==> config.mk <==
export PLATFORM = sky130hd
export DESIGN_NAME = nibble_skip_compare_rotate_unit
export DESIGN_NICKNAME = d
export VERILOG_FILES = /design/src/core/nibble_pkg.sv /design/src/core/mask_test.sv /design/src/core/nibble_compare.sv /design/src/core/nibble_skip_compare_rotate_unit.sv
export SDC_FILE = /design/constraint.sdc
export NUM_CORES = 1
export LEC_CHECK = 0
export BUFFER_PORTS_ARGS = -buffer_cell sky130_fd_sc_hd__buf_4
export CORE_MARGIN = 1.5
export CORE_UTILIZATION = 47
export DETAILED_ROUTE_END_ITERATION = 16
export GPL_TIMING_DRIVEN = 0
export HOLD_SLACK_MARGIN = 0.03
export MAX_ROUTING_LAYER = met4
export PLACE_DENSITY = 0.86
export REMOVE_ABC_BUFFERS = 1
export SYNTH_ARGS = -nofsm -noshare
export SYNTH_HDL_FRONTEND = slang
export SYNTH_HIERARCHICAL = 1
export SYNTH_SLANG_ARGS = --single-unit
==> constraint.sdc <==
create_clock -name clk -period 6.6 [get_ports clk]
set_input_delay 0.33 -clock clk [delete_from_list [all_inputs] [get_ports clk]]
set_output_delay 0.33 -clock clk [all_outputs]
set_load 0.005 [all_outputs]
==> src/core/nibble_pkg.sv <==
`default_nettype none

package nibble_pkg;

   // ************************************************************
   // Widths
   // ************************************************************
   localparam int NIBBLE_W = 4;
   localparam int ADDR_W = 8;
   localparam int DATA_W = 32;

   // ************************************************************
   // Register offsets (byte addresses)
   // ************************************************************
   localparam logic [7:0] STATUS_WORD_OFFSET = 8'h00;
   localparam logic [7:0] SKIP_STATE_OFFSET = 8'h04;
   localparam logic [7:0] LAST_RESULT_OFFSET = 8'h08;

   // ************************************************************
   // Field positions of the program status word register
   // ************************************************************
   localparam int CARRY_BIT = 0;
   localparam int ZERO_BIT = 1;
   localparam int COMPARE_ONLY_BIT = 2;
   localparam int DECIMAL_BIT = 3;

   // Field positions of the skip state register
   localparam int PENDING_BIT = 0;
   localparam int LAST_SKIP_BIT = 1;

   // ************************************************************
   // Reset values and arithmetic constants
   // ************************************************************
   localparam logic CARRY_RESET = 1'b0;
   localparam logic ZERO_RESET = 1'b0;
   localparam logic COMPARE_ONLY_RESET = 1'b0;
   localparam logic DECIMAL_RESET = 1'b0;
   localparam logic [3:0] RESULT_RESET = 4'h0;
   localparam logic [4:0] DECIMAL_LIMIT = 5'h09;
   localparam logic [4:0] DECIMAL_BASE = 5'h0A;

   // ************************************************************
   // Operation codes, one-hot
   // ************************************************************
   typedef enum logic [8:0] {
      OP_NONE = 9'h000,
      OP_SKIP_IF_ALL_SET = 9'h001,
      OP_SKIP_IF_ALL_CLEAR = 9'h002,
      OP_SKIP_IF_EQUAL = 9'h004,
      OP_SKIP_IF_NOT_EQUAL = 9'h008,
      OP_SKIP_IF_GREATER_EQUAL = 9'h010,
      OP_SKIP_IF_LESS = 9'h020,
      OP_ROTATE_RIGHT_THROUGH_CARRY = 9'h040,
      OP_ADD_WITH_CARRY = 9'h080,
      OP_OTHER = 9'h100
   } op_type;

   // Sequencer skip states, one-hot
   typedef enum logic [1:0] {
      RUNNING = 2'h1,
      SKIPPING = 2'h2
   } skip_state_type;

endpackage : nibble_pkg

`default_nettype wire

==> src/core/mask_test.sv <==
`timescale 1ns/10ps
`default_nettype none

module mask_test (
   input wire logic [3:0] mem_data,
   input wire logic [3:0] mask,
   output logic all_set,
   output logic all_clear
);

   logic [3:0] set_ok;
   logic [3:0] clear_ok;

   // Unselected bits always pass, so an empty mask tests true
   genvar i;
   generate
      for (i = 0; i < 4; i = i + 1) begin : g_bit
         assign set_ok[i] = ~mask[i] | mem_data[i];
         assign clear_ok[i] = ~mask[i] | ~mem_data[i];
      end
   endgenerate

   assign all_set = &set_ok;
   assign all_clear = &clear_ok;

endmodule : mask_test

`default_nettype wire

==> src/core/nibble_compare.sv <==
`timescale 1ns/10ps
`default_nettype none

module nibble_compare (
   input wire logic [3:0] mem_data,
   input wire logic [3:0] imm_data,
   output logic equal,
   output logic not_equal,
   output logic greater_equal,
   output logic less
);

   // Both operands unsigned nibbles
   assign equal = (mem_data == imm_data);
   assign not_equal = (mem_data != imm_data);
   assign greater_equal = (mem_data >= imm_data);
   assign less = (mem_data < imm_data);

endmodule : nibble_compare

`default_nettype wire

==> src/core/nibble_skip_compare_rotate_unit.sv <==
`timescale 1ns/10ps
`default_nettype none

module nibble_skip_compare_rotate_unit (
   input wire logic clk,
   input wire logic rst_n,
   // Operation from the sequencer
   input wire logic op_valid,
   input wire nibble_pkg::op_type op_code,
   input wire logic [3:0] mem_data,
   input wire logic [3:0] imm_data,
   input wire logic [3:0] reg_data,
   // Results toward sequencer and register file
   output logic skip_req,
   output logic suppressing,
   output logic reg_write,
   output logic [3:0] result_data,
   output logic carry_flag,
   output logic zero_flag,
   output logic compare_only_flag,
   output logic decimal_flag,
   // Register port
   input wire logic [7:0] addr,
   input wire logic [31:0] wdata,
   input wire logic wr,
   input wire logic rd,
   output logic [31:0] rdata
);

   // ************************************************************
   // Operation decode
   // ************************************************************
   nibble_pkg::skip_state_type state;
   nibble_pkg::skip_state_type next_state;

   logic mask_all_set;
   logic mask_all_clear;
   logic cmp_equal;
   logic cmp_not_equal;
   logic cmp_greater_equal;
   logic cmp_less;

   wire in_skip = (state == nibble_pkg::SKIPPING);
   // A skipped instruction is consumed here and never executes
   wire active = op_valid & ~in_skip;
   // Unknown codes decode to nothing yet still use up a pending skip
   wire do_all_set = active & (op_code == nibble_pkg::OP_SKIP_IF_ALL_SET);
   wire do_all_clear = active & (op_code == nibble_pkg::OP_SKIP_IF_ALL_CLEAR);
   wire do_equal = active & (op_code == nibble_pkg::OP_SKIP_IF_EQUAL);
   wire do_not_equal = active & (op_code == nibble_pkg::OP_SKIP_IF_NOT_EQUAL);
   wire do_greater_equal = active & (op_code == nibble_pkg::OP_SKIP_IF_GREATER_EQUAL);
   wire do_less = active & (op_code == nibble_pkg::OP_SKIP_IF_LESS);
   wire do_rotate = active & (op_code == nibble_pkg::OP_ROTATE_RIGHT_THROUGH_CARRY);
   wire do_add = active & (op_code == nibble_pkg::OP_ADD_WITH_CARRY);
   wire do_bit_test = do_all_set | do_all_clear;

   // ************************************************************
   // Evaluation units
   // ************************************************************
   // Bit tests see the memory nibble only; no register path exists
   mask_test u_mask_test (
      .mem_data(mem_data),
      .mask(imm_data),
      .all_set(mask_all_set),
      .all_clear(mask_all_clear)
   );

   // Compares see memory against immediate only
   nibble_compare u_compare (
      .mem_data(mem_data),
      .imm_data(imm_data),
      .equal(cmp_equal),
      .not_equal(cmp_not_equal),
      .greater_equal(cmp_greater_equal),
      .less(cmp_less)
   );

   // One qualified term per evaluation
   wire hit_all_set = do_all_set & mask_all_set;
   wire hit_all_clear = do_all_clear & mask_all_clear;
   wire hit_equal = do_equal & cmp_equal;
   wire hit_not_equal = do_not_equal & cmp_not_equal;
   wire hit_greater_equal = do_greater_equal & cmp_greater_equal;
   wire hit_less = do_less & cmp_less;
   wire skip_hit = hit_all_set | hit_all_clear | hit_equal
      | hit_not_equal | hit_greater_equal | hit_less;

   // ************************************************************
   // Rotate right through carry
   // ************************************************************
   wire [3:0] rotate_result = {carry_flag, reg_data[3:1]};
   wire rotate_carry = reg_data[0];

   // ************************************************************
   // Add with carry
   // ************************************************************
   // Register plus memory plus carry; with memory equal to the
   // register and decimal mode off this is the left rotate through carry
   wire [4:0] add_sum = {1'b0, reg_data} + {1'b0, mem_data} + {4'h0, carry_flag};
   // Decimal correction only holds for sums up to 19
   wire add_over = decimal_flag & (add_sum > nibble_pkg::DECIMAL_LIMIT);
   wire [4:0] add_corrected = add_sum - nibble_pkg::DECIMAL_BASE;
   wire [3:0] add_result = add_over ? add_corrected[3:0] : add_sum[3:0];
   wire add_carry = add_over | add_sum[4];
   wire add_is_zero = (add_result == 4'h0);
   // Compare-only keeps zero on a zero result, clears it otherwise
   wire add_zero = compare_only_flag ? (add_is_zero & zero_flag) : add_is_zero;

   // ************************************************************
   // Register port decode
   // ************************************************************
   // Writes to any other offset are dropped
   wire wr_status = wr & (addr == nibble_pkg::STATUS_WORD_OFFSET);
   wire rd_status = rd & (addr == nibble_pkg::STATUS_WORD_OFFSET);
   wire rd_skip = rd & (addr == nibble_pkg::SKIP_STATE_OFFSET);
   wire rd_result = rd & (addr == nibble_pkg::LAST_RESULT_OFFSET);

   logic last_skip;
   logic [3:0] last_result;

   wire [31:0] status_word = {28'h0000000,
                              decimal_flag,
                              compare_only_flag,
                              zero_flag,
                              carry_flag};
   // Bit 0 follows the live suppression state
   wire [31:0] skip_word = {30'h0, last_skip, in_skip};
   wire [31:0] result_word = {28'h0000000, last_result};
   // Unmapped addresses read as zero
   wire [31:0] next_rdata = rd_status ? status_word :
                            rd_skip ? skip_word :
                            rd_result ? result_word : 32'h00000000;

   // ************************************************************
   // Flag next values
   // ************************************************************
   // Field values carried by a status write
   wire written_carry = wdata[nibble_pkg::CARRY_BIT];
   wire written_zero = wdata[nibble_pkg::ZERO_BIT];
   wire written_compare_only = wdata[nibble_pkg::COMPARE_ONLY_BIT];
   wire written_decimal = wdata[nibble_pkg::DECIMAL_BIT];

   // Instruction effects take priority over a software write in the
   // same cycle, so no hardware update is lost
   wire next_carry = do_rotate ? rotate_carry :
                     do_add ? add_carry :
                     wr_status ? written_carry :
                     carry_flag;
   wire next_zero = do_add ? add_zero :
                    wr_status ? written_zero :
                    zero_flag;
   wire next_compare_only = do_bit_test ? 1'b0 :
                            wr_status ? written_compare_only :
                            compare_only_flag;
   // Decimal mode changes only by a software write
   wire next_decimal = wr_status ? written_decimal : decimal_flag;

   // Rotate stores regardless of compare-only; add honours it
   wire next_reg_write = do_rotate | (do_add & ~compare_only_flag);
   wire [3:0] next_result = do_rotate ? rotate_result :
                            do_add ? add_result : result_data;
   wire do_eval = do_bit_test | do_equal | do_not_equal | do_greater_equal | do_less;

   // ************************************************************
   // Skip state machine
   // ************************************************************
   always_comb begin
      next_state = state;
      case (state)
         nibble_pkg::RUNNING: begin
            if (skip_hit) begin
               next_state = nibble_pkg::SKIPPING;
            end
         end
         nibble_pkg::SKIPPING: begin
            // The fetched instruction is dropped as a no-operation
            if (op_valid) begin
               next_state = nibble_pkg::RUNNING;
            end
         end
         default: begin
            // Recovers from an illegal state code
            next_state = nibble_pkg::RUNNING;
         end
      endcase
   end

   // ************************************************************
   // Registers
   // ************************************************************
   // One short process per register keeps each reset value beside
   // the update that it guards
   always_ff @(posedge clk or negedge rst_n) begin
      if (!rst_n) begin
         state <= nibble_pkg::RUNNING;
      end else begin
         state <= next_state;
      end
   end

   always_ff @(posedge clk or negedge rst_n) begin
      if (!rst_n) begin
         skip_req <= 1'b0;
      end else begin
         skip_req <= skip_hit;
      end
   end

   // A swallowed instruction leaves the last outcome alone
   always_ff @(posedge clk or negedge rst_n) begin
      if (!rst_n) begin
         last_skip <= 1'b0;
      end else if (do_eval) begin
         last_skip <= skip_hit;
      end
   end

   always_ff @(posedge clk or negedge rst_n) begin
      if (!rst_n) begin
         carry_flag <= nibble_pkg::CARRY_RESET;
      end else begin
         carry_flag <= next_carry;
      end
   end

   always_ff @(posedge clk or negedge rst_n) begin
      if (!rst_n) begin
         zero_flag <= nibble_pkg::ZERO_RESET;
      end else begin
         zero_flag <= next_zero;
      end
   end

   always_ff @(posedge clk or negedge rst_n) begin
      if (!rst_n) begin
         compare_only_flag <= nibble_pkg::COMPARE_ONLY_RESET;
      end else begin
         compare_only_flag <= next_compare_only;
      end
   end

   always_ff @(posedge clk or negedge rst_n) begin
      if (!rst_n) begin
         decimal_flag <= nibble_pkg::DECIMAL_RESET;
      end else begin
         decimal_flag <= next_decimal;
      end
   end

   always_ff @(posedge clk or negedge rst_n) begin
      if (!rst_n) begin
         reg_write <= 1'b0;
      end else begin
         reg_write <= next_reg_write;
      end
   end

   always_ff @(posedge clk or negedge rst_n) begin
      if (!rst_n) begin
         result_data <= nibble_pkg::RESULT_RESET;
      end else begin
         result_data <= next_result;
      end
   end

   // Only rotate and add update the readable result
   always_ff @(posedge clk or negedge rst_n) begin
      if (!rst_n) begin
         last_result <= nibble_pkg::RESULT_RESET;
      end else if (do_rotate | do_add) begin
         last_result <= next_result;
      end
   end

   // Read data stands for one cycle, zero otherwise
   always_ff @(posedge clk or negedge rst_n) begin
      if (!rst_n) begin
         rdata <= 32'h00000000;
      end else begin
         rdata <= next_rdata;
      end
   end

   assign suppressing = in_skip;

endmodule : nibble_skip_compare_rotate_unit

`default_nettype wire

=== Word level (Yosys, flattened, before mapping) ===
Cells that the tools add are included.

* Add/subtract/negate cells: 3
* Multiply operators: 0
* Divide/modulo/power cells: 0
* $lt $le $gt $ge: 3
* Equal/unequal tests: 16
* Shifts and indexed selects: 0
* Mux-type cells: 17
* Bitwise gates (word level): 53
* Reductions and logical operators: 8

{| class="wikitable"
|+ Operators by type and width
! kind !! count
|-
| $mux W4 || 6
|-
| $and A1 B1 Y1 || 22
|-
| $or A1 B1 Y1 || 21
|-
| $not A1 Y1 || 10
|-
| $eq A9 B1 Y1 const B || 1
|-
| $eq A9 B2 Y1 const B || 1
|-
| $eq A9 B3 Y1 const B || 1
|-
| $eq A9 B4 Y1 const B || 1
|-
| $eq A9 B5 Y1 const B || 1
|-
| $eq A9 B6 Y1 const B || 1
|-
| $eq A9 B7 Y1 const B || 1
|-
| $eq A9 B8 Y1 const B || 1
|-
| $eq A8 B3 Y1 const B || 1
|-
| $eq A8 B4 Y1 const B || 1
|-
| $logic_not A8 Y1 || 1
|-
| $mux W1 || 8
|-
| $reduce_and A4 Y1 || 2
|-
| $add A4 B4 Y5 || 1
|-
| $add A5 B1 Y5 || 1
|-
| $gt A5 B4 Y1 const B || 1
|-
| $eq A4 B4 Y1 || 1
|-
| $ge A4 B4 Y1 || 1
|-
| $logic_not A4 Y1 || 1
|-
| $lt A4 B4 Y1 || 1
|-
| 10 further kinds || 13
|}

* Register bits: 21
* Latch bits: 0
* RAM bits: 0
* Bits in read-only memories: 0
* Output and inout port bits: 43
* Word-level logic and storage cells: 111
* Memories kept: 0

=== Longest topological paths before layout ===
Gate-level depths: netlist of run 1.

* Word-level depth: 12
* Gate-level depth with buffers: 11
* Mapped depth without buffers: 11

=== Hierarchy ===
The synthesis of run 1 kept the hierarchy.

{| class="wikitable"
|+ Modules (own cells, without submodules)
! module !! times used !! cells an instance !! area an instance (µm²) !! sequential area each (µm²)
|-
| nibble_skip_compare_rotate_unit || 1 || 184 || 1642.8 || 526.8
|-
| nibble_compare || 1 || 16 || 105.1 || 0.0
|-
| mask_test || 1 || 7 || 77.6 || 0.0
|}

=== Worst setup path after synthesis of run 1 ===
Ideal clock, no wire load.

* Path kind: register to register
* Start point: register carry_flag
* End point: register result_data[1]
* Library setup time: 0.121 ns
* Arrival time: 2.678 ns
* Required time: 6.479 ns
* Path slack: 3.800 ns
* Cell stages (with the launch flop): 11
* Buffers on the path: 0
* Clock period less this slack: 2.800 ns
* Cell sequence: dfrtp_1 > fa_1 > fa_1 > xnor2_1 > ha_1 > a21boi_0 > a311o_1 > o32ai_4 > xnor2_1 > a22oi_2 > nand2_1

* Word-level cells in the longest chain between the ends: 6

{| class="wikitable"
|+ Ends and longest elaborated chain
! what !! RTL line !! RTL
|-
| start: declaration || nibble_skip_compare_rotate_unit.sv:18 || <nowiki>output logic carry_flag,</nowiki>
|-
| start signal: assignment || nibble_skip_compare_rotate_unit.sv:220 || <nowiki>carry_flag <= nibble_pkg::CARRY_RESET;</nowiki>
|-
| start signal: assignment || nibble_skip_compare_rotate_unit.sv:222 || <nowiki>carry_flag <= next_carry;</nowiki>
|-
| $add A5 B1 Y5 * || nibble_skip_compare_rotate_unit.sv:99 || <nowiki>wire [4:0] add_sum = {1'b0, reg_data} + {1'b0, mem_data} + {4'h0, carry_flag};</nowiki>
|-
| $gt A5 B4 Y1 || nibble_skip_compare_rotate_unit.sv:101 || <nowiki>wire add_over = decimal_flag & (add_sum > nibble_pkg::DECIMAL_LIMIT);</nowiki>
|-
| $and A1 B1 Y1 || nibble_skip_compare_rotate_unit.sv:101 ||
|-
| $mux W4 * || nibble_skip_compare_rotate_unit.sv:103 || <nowiki>wire [3:0] add_result = add_over ? add_corrected[3:0] : add_sum[3:0];</nowiki>
|-
| $mux W4 * || nibble_skip_compare_rotate_unit.sv:161 || <nowiki>do_add ? add_result : result_data;</nowiki>
|-
| $mux W4 * || nibble_skip_compare_rotate_unit.sv:160 || <nowiki>wire [3:0] next_result = do_rotate ? rotate_result :</nowiki>
|-
| named net next_result[1] || nibble_skip_compare_rotate_unit.sv:160 ||
|-
| end signal: assignment || nibble_skip_compare_rotate_unit.sv:260 || <nowiki>result_data <= nibble_pkg::RESULT_RESET;</nowiki>
|-
| end signal: assignment || nibble_skip_compare_rotate_unit.sv:262 || <nowiki>result_data <= next_result;</nowiki>
|-
| end: declaration || nibble_skip_compare_rotate_unit.sv:17 || <nowiki>output logic [3:0] result_data,</nowiki>
|}

The timed path passes the listed nets; every way through them passes the cells marked *.
A chain may end at the register's enable or synchronous reset.

=== Worst setup path in the final report of run 1 ===
* Start point: register carry_flag
* End point: register last_result[1]

* Word-level cells in the longest chain between the ends: 6

{| class="wikitable"
|+ Ends and longest elaborated chain
! what !! RTL line !! RTL
|-
| $add A5 B1 Y5 * || nibble_skip_compare_rotate_unit.sv:99 ||
|-
| $gt A5 B4 Y1 || nibble_skip_compare_rotate_unit.sv:101 ||
|-
| $and A1 B1 Y1 || nibble_skip_compare_rotate_unit.sv:101 ||
|-
| $mux W4 * || nibble_skip_compare_rotate_unit.sv:103 ||
|-
| $mux W4 * || nibble_skip_compare_rotate_unit.sv:161 ||
|-
| $mux W4 * || nibble_skip_compare_rotate_unit.sv:160 ||
|-
| end signal: assignment || nibble_skip_compare_rotate_unit.sv:269 || <nowiki>last_result <= nibble_pkg::RESULT_RESET;</nowiki>
|-
| end signal: assignment || nibble_skip_compare_rotate_unit.sv:271 || <nowiki>last_result <= next_result;</nowiki>
|-
| end: declaration || nibble_skip_compare_rotate_unit.sv:119 || <nowiki>logic [3:0] last_result;</nowiki>
|}

Every way passes the cells marked *; elsewhere a longest branch is shown, timed or not.

==> metrics list, run 1 <==
- At the worst endpoint, the required time is 6740 ps.
* Number of global-route vias before repair: 1,554
- For this block, the routed nets add up to 4030 µm of wire.
- Synthesis produced 207 cells.
- Worst vdd ir: 0.0879 mV
* Timing-limited maximum frequency: 316 MHz
* Avg Cell Area, Syn: 8.82 µm²
- Initial antenna violation count: 0
* Count of flip-flops with a built-in enable after synthesis: 0
* Sequential area share after synthesis: 28.9%
- DRC errors left: 0
* Largest net degree at the start of global routing: 22
- Element type at the critical path end: register
- Core area: 0.00369 mm²
* Post-CTS repair timing setup buffer count: 0
* Number of clock sinks seen by CTS: 21
- Placer's final routability congestion estimate: 0.903
- For this configuration, the core starts out at a cell density of 49.5%.
* Worst Clk Skew: 5.22 ps
* Total congestion overflow after global routing: 0
- From bottom edge to top edge, the die measures 65.3 µm.
- Post-synthesis to final-layout area growth: 21.8%
* CTS tree: yes
- Beginning of the critical path: carry_flag
- Post-placement setup slack: 3420 ps
* Yosys warnings: 6
- PwrDens: 150 mW/mm²
- The routed design could run at a clock period as short as 3160 ps.
- The worst register-to-register path begins at carry_flag.
* Number of placed instances, taps included: 306
- The first global-routing pass estimated 6620 µm of wire.
- Count of input and output buffers: 52
* Reg clk slew, reported paths: 80 ps
* Number of max-capacitance violations reported: 0
- At the end of the flow, the number of nets in the layout was 341.
- CP Data Arrival Time: 3300 ps
- The number of different library cells used by synthesis comes to 55.
- Number of vias per cell after detailed routing: 5.24
- For the final routed database, the setup TNS stands at 0 ps.
- By startpoint and endpoint, the worst setup path is classified as reg -> reg.
- The run finished with clean final reports.
* Full die area: 0.00427 mm²
* Worst hold slack across all endpoints: 276 ps
- Average routed wire per standard cell: 13.0 µm
* Fill cell count: 345
* Number of synthesized register bits: 21
* Final std cells w/o fill: 311
- Leakage component of the power: 1.14 nW
- The number of hold violations in the final report is 0.
- Placement row count: 22
* Count of final setup violators: 0
- Die outline width: 65.3 µm
- The repair_antennas step left the layout with diodes totalling 0.
* Drt first-iter violations: 60
- Reg-to-reg setup timing slack: 3440 ps
- Slew at the pin closest to its max-slew limit: 866 ps
* Most common flop cell mapped by yosys: sky130_fd_sc_hd__dfrtp_1
* Routed via count: 1,629
- In the final layout, the share of cells above drive strength 1 is 27.4%.
* DPL Wire Length: 3300 µm
- Count of nets left with antenna violations after detail routing: 0
- First-pass iteration count of the detailed router: 4
* Top-level I/O count: 109
- Share of flip-flops with an asynchronous set or reset: 100%
- Max FO, Critical Path: 5
* Worst reg2reg path endpoint: last_result[1]
- CP startpoint kind: register
- Headroom to the max-slew limit came out at 41.7%.
* Number of levels the H-tree was split into: 1
- Termination of the worst setup path: last_result[1]
- Setup repair after global routing left no endpoint under its margin.
- For the worst flop-to-flop path, the logic depth is 10.
- Fin worst setup slack: 3440 ps
* Synthesized cell area: 0.00183 mm²
* Maximum root-to-sink buffer count: 2
- In the global route stage, overall resource usage came out at 20.1%.
* Root buffer cell: sky130_fd_sc_hd__clkbuf_8
* Class of the worst hold path: in -> reg
- Pins over their slew limit: 0
- Of the available clock period, the critical path in the final layout requires 47.9%.
- The number of clock buffers added by TritonCTS is 3.
* Clock latency on the worst-skew pair: 260 ps
==> sequential cells by signal, indices dropped and copies added, names as in the netlist <==
register           cells
last_result            4
rdata                  4
result_data            4
state                  2
carry_flag             1
compare_only_flag      1
decimal_flag           1
last_skip              1
reg_write              1
skip_req               1
zero_flag              1
==> synthesized netlist by cell type (5+ instances only) <==
library cell,n,share of area (%)
sky130_fd_sc_hd__o21ai_0,12,3.3
sky130_fd_sc_hd__buf_4,28,12
sky130_fd_sc_hd__nand3_1,7,1.9
sky130_fd_sc_hd__inv_1,16,3.3
sky130_fd_sc_hd__nand2b_1,7,2.4
sky130_fd_sc_hd__ha_1,9,6.2
sky130_fd_sc_hd__nor2_1,11,2.3
sky130_fd_sc_hd__nor2b_1,5,1.7
sky130_fd_sc_hd__a21oi_1,6,1.6
sky130_fd_sc_hd__nand2_1,21,4.3
sky130_fd_sc_hd__dfrtp_1,20,27
==> placed cells by master (no fill, tap or decap), drive strengths merged, types with 6 or more instances in the layout <==
master / netlist / layout
dfrtp: 20 / 20
nand2b: 7 / 7
nor2: 11 / 11
buf: 28 / 52
nand2: 21 / 21
nor2b: 6 / 6
o21ai: 13 / 13
a21oi: 6 / 6
nand3: 7 / 7
conb: 1 / 28
inv: 16 / 16
ha: 9 / 9
==> worst max-delay path: stages, from the launching register on <==
cell and delay [ps]:
sky130_fd_sc_hd__dfrtp_1 460, sky130_fd_sc_hd__fa_1 440, sky130_fd_sc_hd__fa_1 420, sky130_fd_sc_hd__xnor2_1 380, sky130_fd_sc_hd__ha_1 220, sky130_fd_sc_hd__a21boi_0 70
sky130_fd_sc_hd__a311o_1 370, sky130_fd_sc_hd__o32ai_4 290, sky130_fd_sc_hd__xnor2_1 120, sky130_fd_sc_hd__a22oi_2 180, sky130_fd_sc_hd__nand2_1 90
==> cell type report <==
type	instances	area, µm²	share of cell area [%]
Multi-Input combinational cell	169	1130	50.8
Sequential cell	21	527	23.7
Timing Repair Buffer	53	400	18.0
Inverter	16	60.1	2.70
Tap cell	48	60.1	2.70
Clock buffer	3	41.3	1.86
Clock inverter	1	5.00	0.225
==> report_power, final <==
part	switching, mW	total, mW	leakage (nW)	internal, mW
Sequential	0.00516	0.139	0.273	0.134
Combinational	0.0581	0.111	0.843	0.0534
Clock	0.0414	0.0834	0.0255	0.0420
==> repair_timing <==
| item | in CTS | in global routing |
|---|---|---|
| hold buffers | 1 | 0 |
| resized for setup | 0 | 0 |
| endpoints found under the hold margin | 20 | 0 |
| endpoints found under the setup margin | 0 | 0 |
==> cells by family after synthesis <==
kind of cell    after synthesis  synth area share [%]
simple gates                 75                  23.2
fa+ha+maj                    11                  8.36
buf+inv                      44                  14.8
xor+xnor                      3                  1.44
compound gates               47                  20.3
other cells                   1                 0.205
mux                           5                  2.81
flops                        21                  28.9
==> metal layers <==
layer	vias to the layer above	part of all wire [%]	GRT usage, %	routed length, µm
li1	802	-	-	-
met1	748	41	24.0	1670
met2	69	50	35.5	2020
met3	10	6.6	2.91	265
met4	0	1.8	5.99	72
met5	-	0	-	0
==> worst min-delay path by stage <==
stage                        end      from  cells after the start
finish              decimal_flag  wdata[3]                      3
global route            state[1]  op_valid                      2
CTS                     state[1]  op_valid                      2
detailed placement  decimal_flag     rst_n                      1
global placement    decimal_flag     rst_n                      1
floorplan             carry_flag     rst_n                      0
==> metrics by stage <==
| stage | power, mW | area [µm²] | util [%] |
|---|---|---|---|
| 3_5_place_dp | 0.251 | 2170 | 58.8 |
| 3_3_place_gp | 0.247 | 2170 | 58.8 |
| 5_1_grt | 0.354 | 2220 | 60.3 |
| 4_1_cts | 0.336 | 2220 | 60.3 |
| 6_report | 0.334 | 2220 | 60.3 |
| 2_1_floorplan | 0.206 | 1720 | - |
Power figures use the tool's default switching activity.
==> run 2: changes to the inputs <==
--- a/config.mk
+++ b/config.mk
@@ -7,12 +7,12 @@
 export LEC_CHECK = 0
 export BUFFER_PORTS_ARGS = -buffer_cell sky130_fd_sc_hd__buf_4
 export CORE_MARGIN = 1.5
-export CORE_UTILIZATION = 47
+export CORE_UTILIZATION = 44
 export DETAILED_ROUTE_END_ITERATION = 16
 export GPL_TIMING_DRIVEN = 0
 export HOLD_SLACK_MARGIN = 0.03
 export MAX_ROUTING_LAYER = met4
-export PLACE_DENSITY = 0.86
+export PLACE_DENSITY = 0.81
 export REMOVE_ABC_BUFFERS = 1
 export SYNTH_ARGS = -nofsm -noshare
 export SYNTH_HDL_FRONTEND = slang
==> constraint.sdc (replaced) <==
create_clock -name clk -period 2.92 [get_ports clk]
set_input_delay 0.146 -clock clk [delete_from_list [all_inputs] [get_ports clk]]
set_output_delay 0.146 -clock clk [all_outputs]
set_load 0.005 [all_outputs]
==> metrics list, run 2 (same netlist as run 1, synthesis figures left out) <==
* Number of CTS-inserted buffers: 3
- DPL Wire Length: 3170 µm
- Time the final worst path needs with I/O delays and setup: 2850 ps
- The first global-routing pass estimated 6080 µm of wire.
- Total negative slack: 0 ps
- Number of vias per cell after detailed routing: 5.16
- Fin worst setup slack: 73.0 ps
- Count of nets left with antenna violations after detail routing: 0
- The worst pin sits at a relative slew slack of 40.8%.
- Fill cell count: 369
* Timing-limited maximum frequency: 351 MHz
- CP startpoint kind: register
- STA classifies the critical path endpoint as a register.
- Proportion of power drawn by the clock network: 23.8%
- The count of pins over their slew limit is 0.
- The run finished with clean final reports.
- Placer's final routability congestion estimate: 0.882
- Commonest non-fill, non-tap cell in the layout: sky130_fd_sc_hd__buf_4
- TritonCTS built the clock tree.
* Initial antenna violation count: 0
- Count of final setup violators: 0
* Placed cell area: 0.00217 mm²
* Clock latency on the worst-skew pair: 260 ps
- The floorplan step set the die height to 67.4 µm.
* Worst path buffer plus inverter count: 1
- CP Data Arrival Time: 3040 ps
* Root buffer cell: sky130_fd_sc_hd__clkbuf_8
- The top cell types in the final layout, fill and taps aside, are sky130_fd_sc_hd__buf_4, sky130_fd_sc_hd__conb_1, sky130_fd_sc_hd__nand2_1.
- Drt first-iter violations: 63
- Average routed wire per standard cell: 12.3 µm
- Worst-path cell chain: fa_2 -> fa_2 -> inv_4 -> ha_4 -> a21boi_1 -> a311o_1 -> o32ai_4 -> mux2i_1 -> nand2b_1 -> nand3_1
* Number of levels the H-tree was split into: 1
* Sequential fraction of design power: 40.1%
* Diode count: 0
- After detailed routing, the total wire length is 3910 µm.
- In this run the static leakage power is 1.17 nW.
* Critical path's slowest cell: sky130_fd_sc_hd__fa_2
* Full die area: 0.00454 mm²
- The largest registers in the layout are last_result: 4 flops, rdata: 4 flops, result_data: 4 flops.
- The count of buffers added on input and output ports is 52.
- For this run, the post-layout net count is 345.
- In the final layout, the share of cells above drive strength 1 is 30.7%.
- Final instance area: 0.00230 mm²
* Combinational power share: 36.2%
- In this run the worst hold path is classified as in -> reg.
- Net Sw Power: 243 µW
* DRC errors left: 0
- Number of global-route vias before repair: 1,439
* Core area: 0.00400 mm²
* All-Layer GR Usage: 18.2%
- Crit path top cell by count: sky130_fd_sc_hd__fa_2
* Instance count along the most critical hold path: 3
- The critical path is of the reg -> reg type.
* Switching part of the total power: 31.1%
- At the pin with the least slew margin, the transition time is 879 ps.
- Placement row count: 23
- Entering global routing, the biggest net connects 22 pins.
- Post-placement setup slack: -222 ps
- Total congestion overflow after global routing: 0
- Peak per-stage delay on the critical path: 580 ps
- Required time of the critical path: 3120 ps
- Between clock sinks in the finished design, the worst skew comes to 1.52 ps.
- Detailed routing inserted a total of 1,635 vias.
- PwrDens: 340 mW/mm²
- For this design the top-level I/O count stands at 109.
* RSZ-0062 raised after global routing: true
- Die outline width: 67.4 µm
- Family of cells with the greatest summed delay on the critical path: adder cells
- First-pass iteration count of the detailed router: 4
- The clock drives 21 sinks.
* Maximum root-to-sink buffer count: 2
- Initial cell density of the core: 45.6%
- Number of max-capacitance violations reported: 0
* Portion of the clock cycle consumed by the worst path in the final layout: 97.5%
- Cell-internal power: 537 µW
- Post-synthesis to final-layout area growth: 25.8%
- Counting cells, the worst reg-to-reg path comes to 10.
- Hold violation total from the final report: 0
* Reg clk slew, reported paths: 70 ps
- Max FO, Critical Path: 5
- Across the VDD grid, the largest voltage drop is 0.144 mV.
* Cell count along the critical path: 10
==> run 2: what timing repair did <==
item | CTS | global route
resized for setup | 4 | 6
endpoints found under the hold margin | 21 | 0
pin swaps | 2 | 1
setup buffers | 1 | 3
endpoints found under the setup margin | 5 | 5
hold buffers | 1 | 0
==> run 2: through the flow <==
| stage | hold WS (ps) | utilization (%) | power [mW] | instances |
|---|---|---|---|---|
| 2_1_floorplan | -150 | - | 0.465 | 206 |
| 3_3_place_gp | 38.2 | 54.2 | 0.560 | 308 |
| 3_5_place_dp | 38.4 | 54.2 | 0.567 | 308 |
| 4_1_cts | 96.1 | 56.2 | 0.761 | 314 |
| 5_1_grt | 96.7 | 57.4 | 0.833 | 317 |
| 6_report | 99.5 | 57.4 | 0.780 | 317 |
==> run 2: final timing paths <==
check / startpoint / end / slack [ps]
worst max-delay path: carry_flag / result_data[2] / 70
worst min-delay path: wdata[3] / decimal_flag / 100
worst max register to register: carry_flag / result_data[2] / 70
worst min register to register: result_data[1] / result_data[1] / 480
max in group asynchronous: rst_n / state[0] / 2350
min in group asynchronous: rst_n / rdata[2] / 310
==> run 2: metal layers <==
metal	vias up	wire length, µm	GRT usage, %	share of wire [%]
met5	-	0	-	0
met4	0	43	4.59	1.1
met3	4	280	3.17	7.2
met2	58	2050	33.2	52
met1	769	1530	20.5	39
li1	804	-	-	-
==> run 2: cell type report <==
class	count	area, µm²	share of cell area, %
multi-input cells	169	1170	50.8
flip-flops and latches	21	528	23.0
repair buffers	57	430	18.7
inverters	16	62.6	2.72
well taps	50	62.6	2.72
clock buffers	3	41.3	1.80
clock inverters	1	5.00	0.218
==> run 2: power groups by stage <==
stage               Sequential, mW  Clock (mW)  Combinational (mW)
finish                       0.312       0.185               0.282
global route                 0.314       0.205               0.314
CTS                          0.313       0.190               0.258
detailed placement           0.320           0               0.247
global placement             0.320           0               0.240
floorplan                    0.317           0               0.148
==> run 2: worst min-delay path, cell delays in order <==
cell	delay (ps)
sky130_fd_sc_hd__buf_4	80
sky130_fd_sc_hd__nand2_1	30
sky130_fd_sc_hd__o21ai_0	60
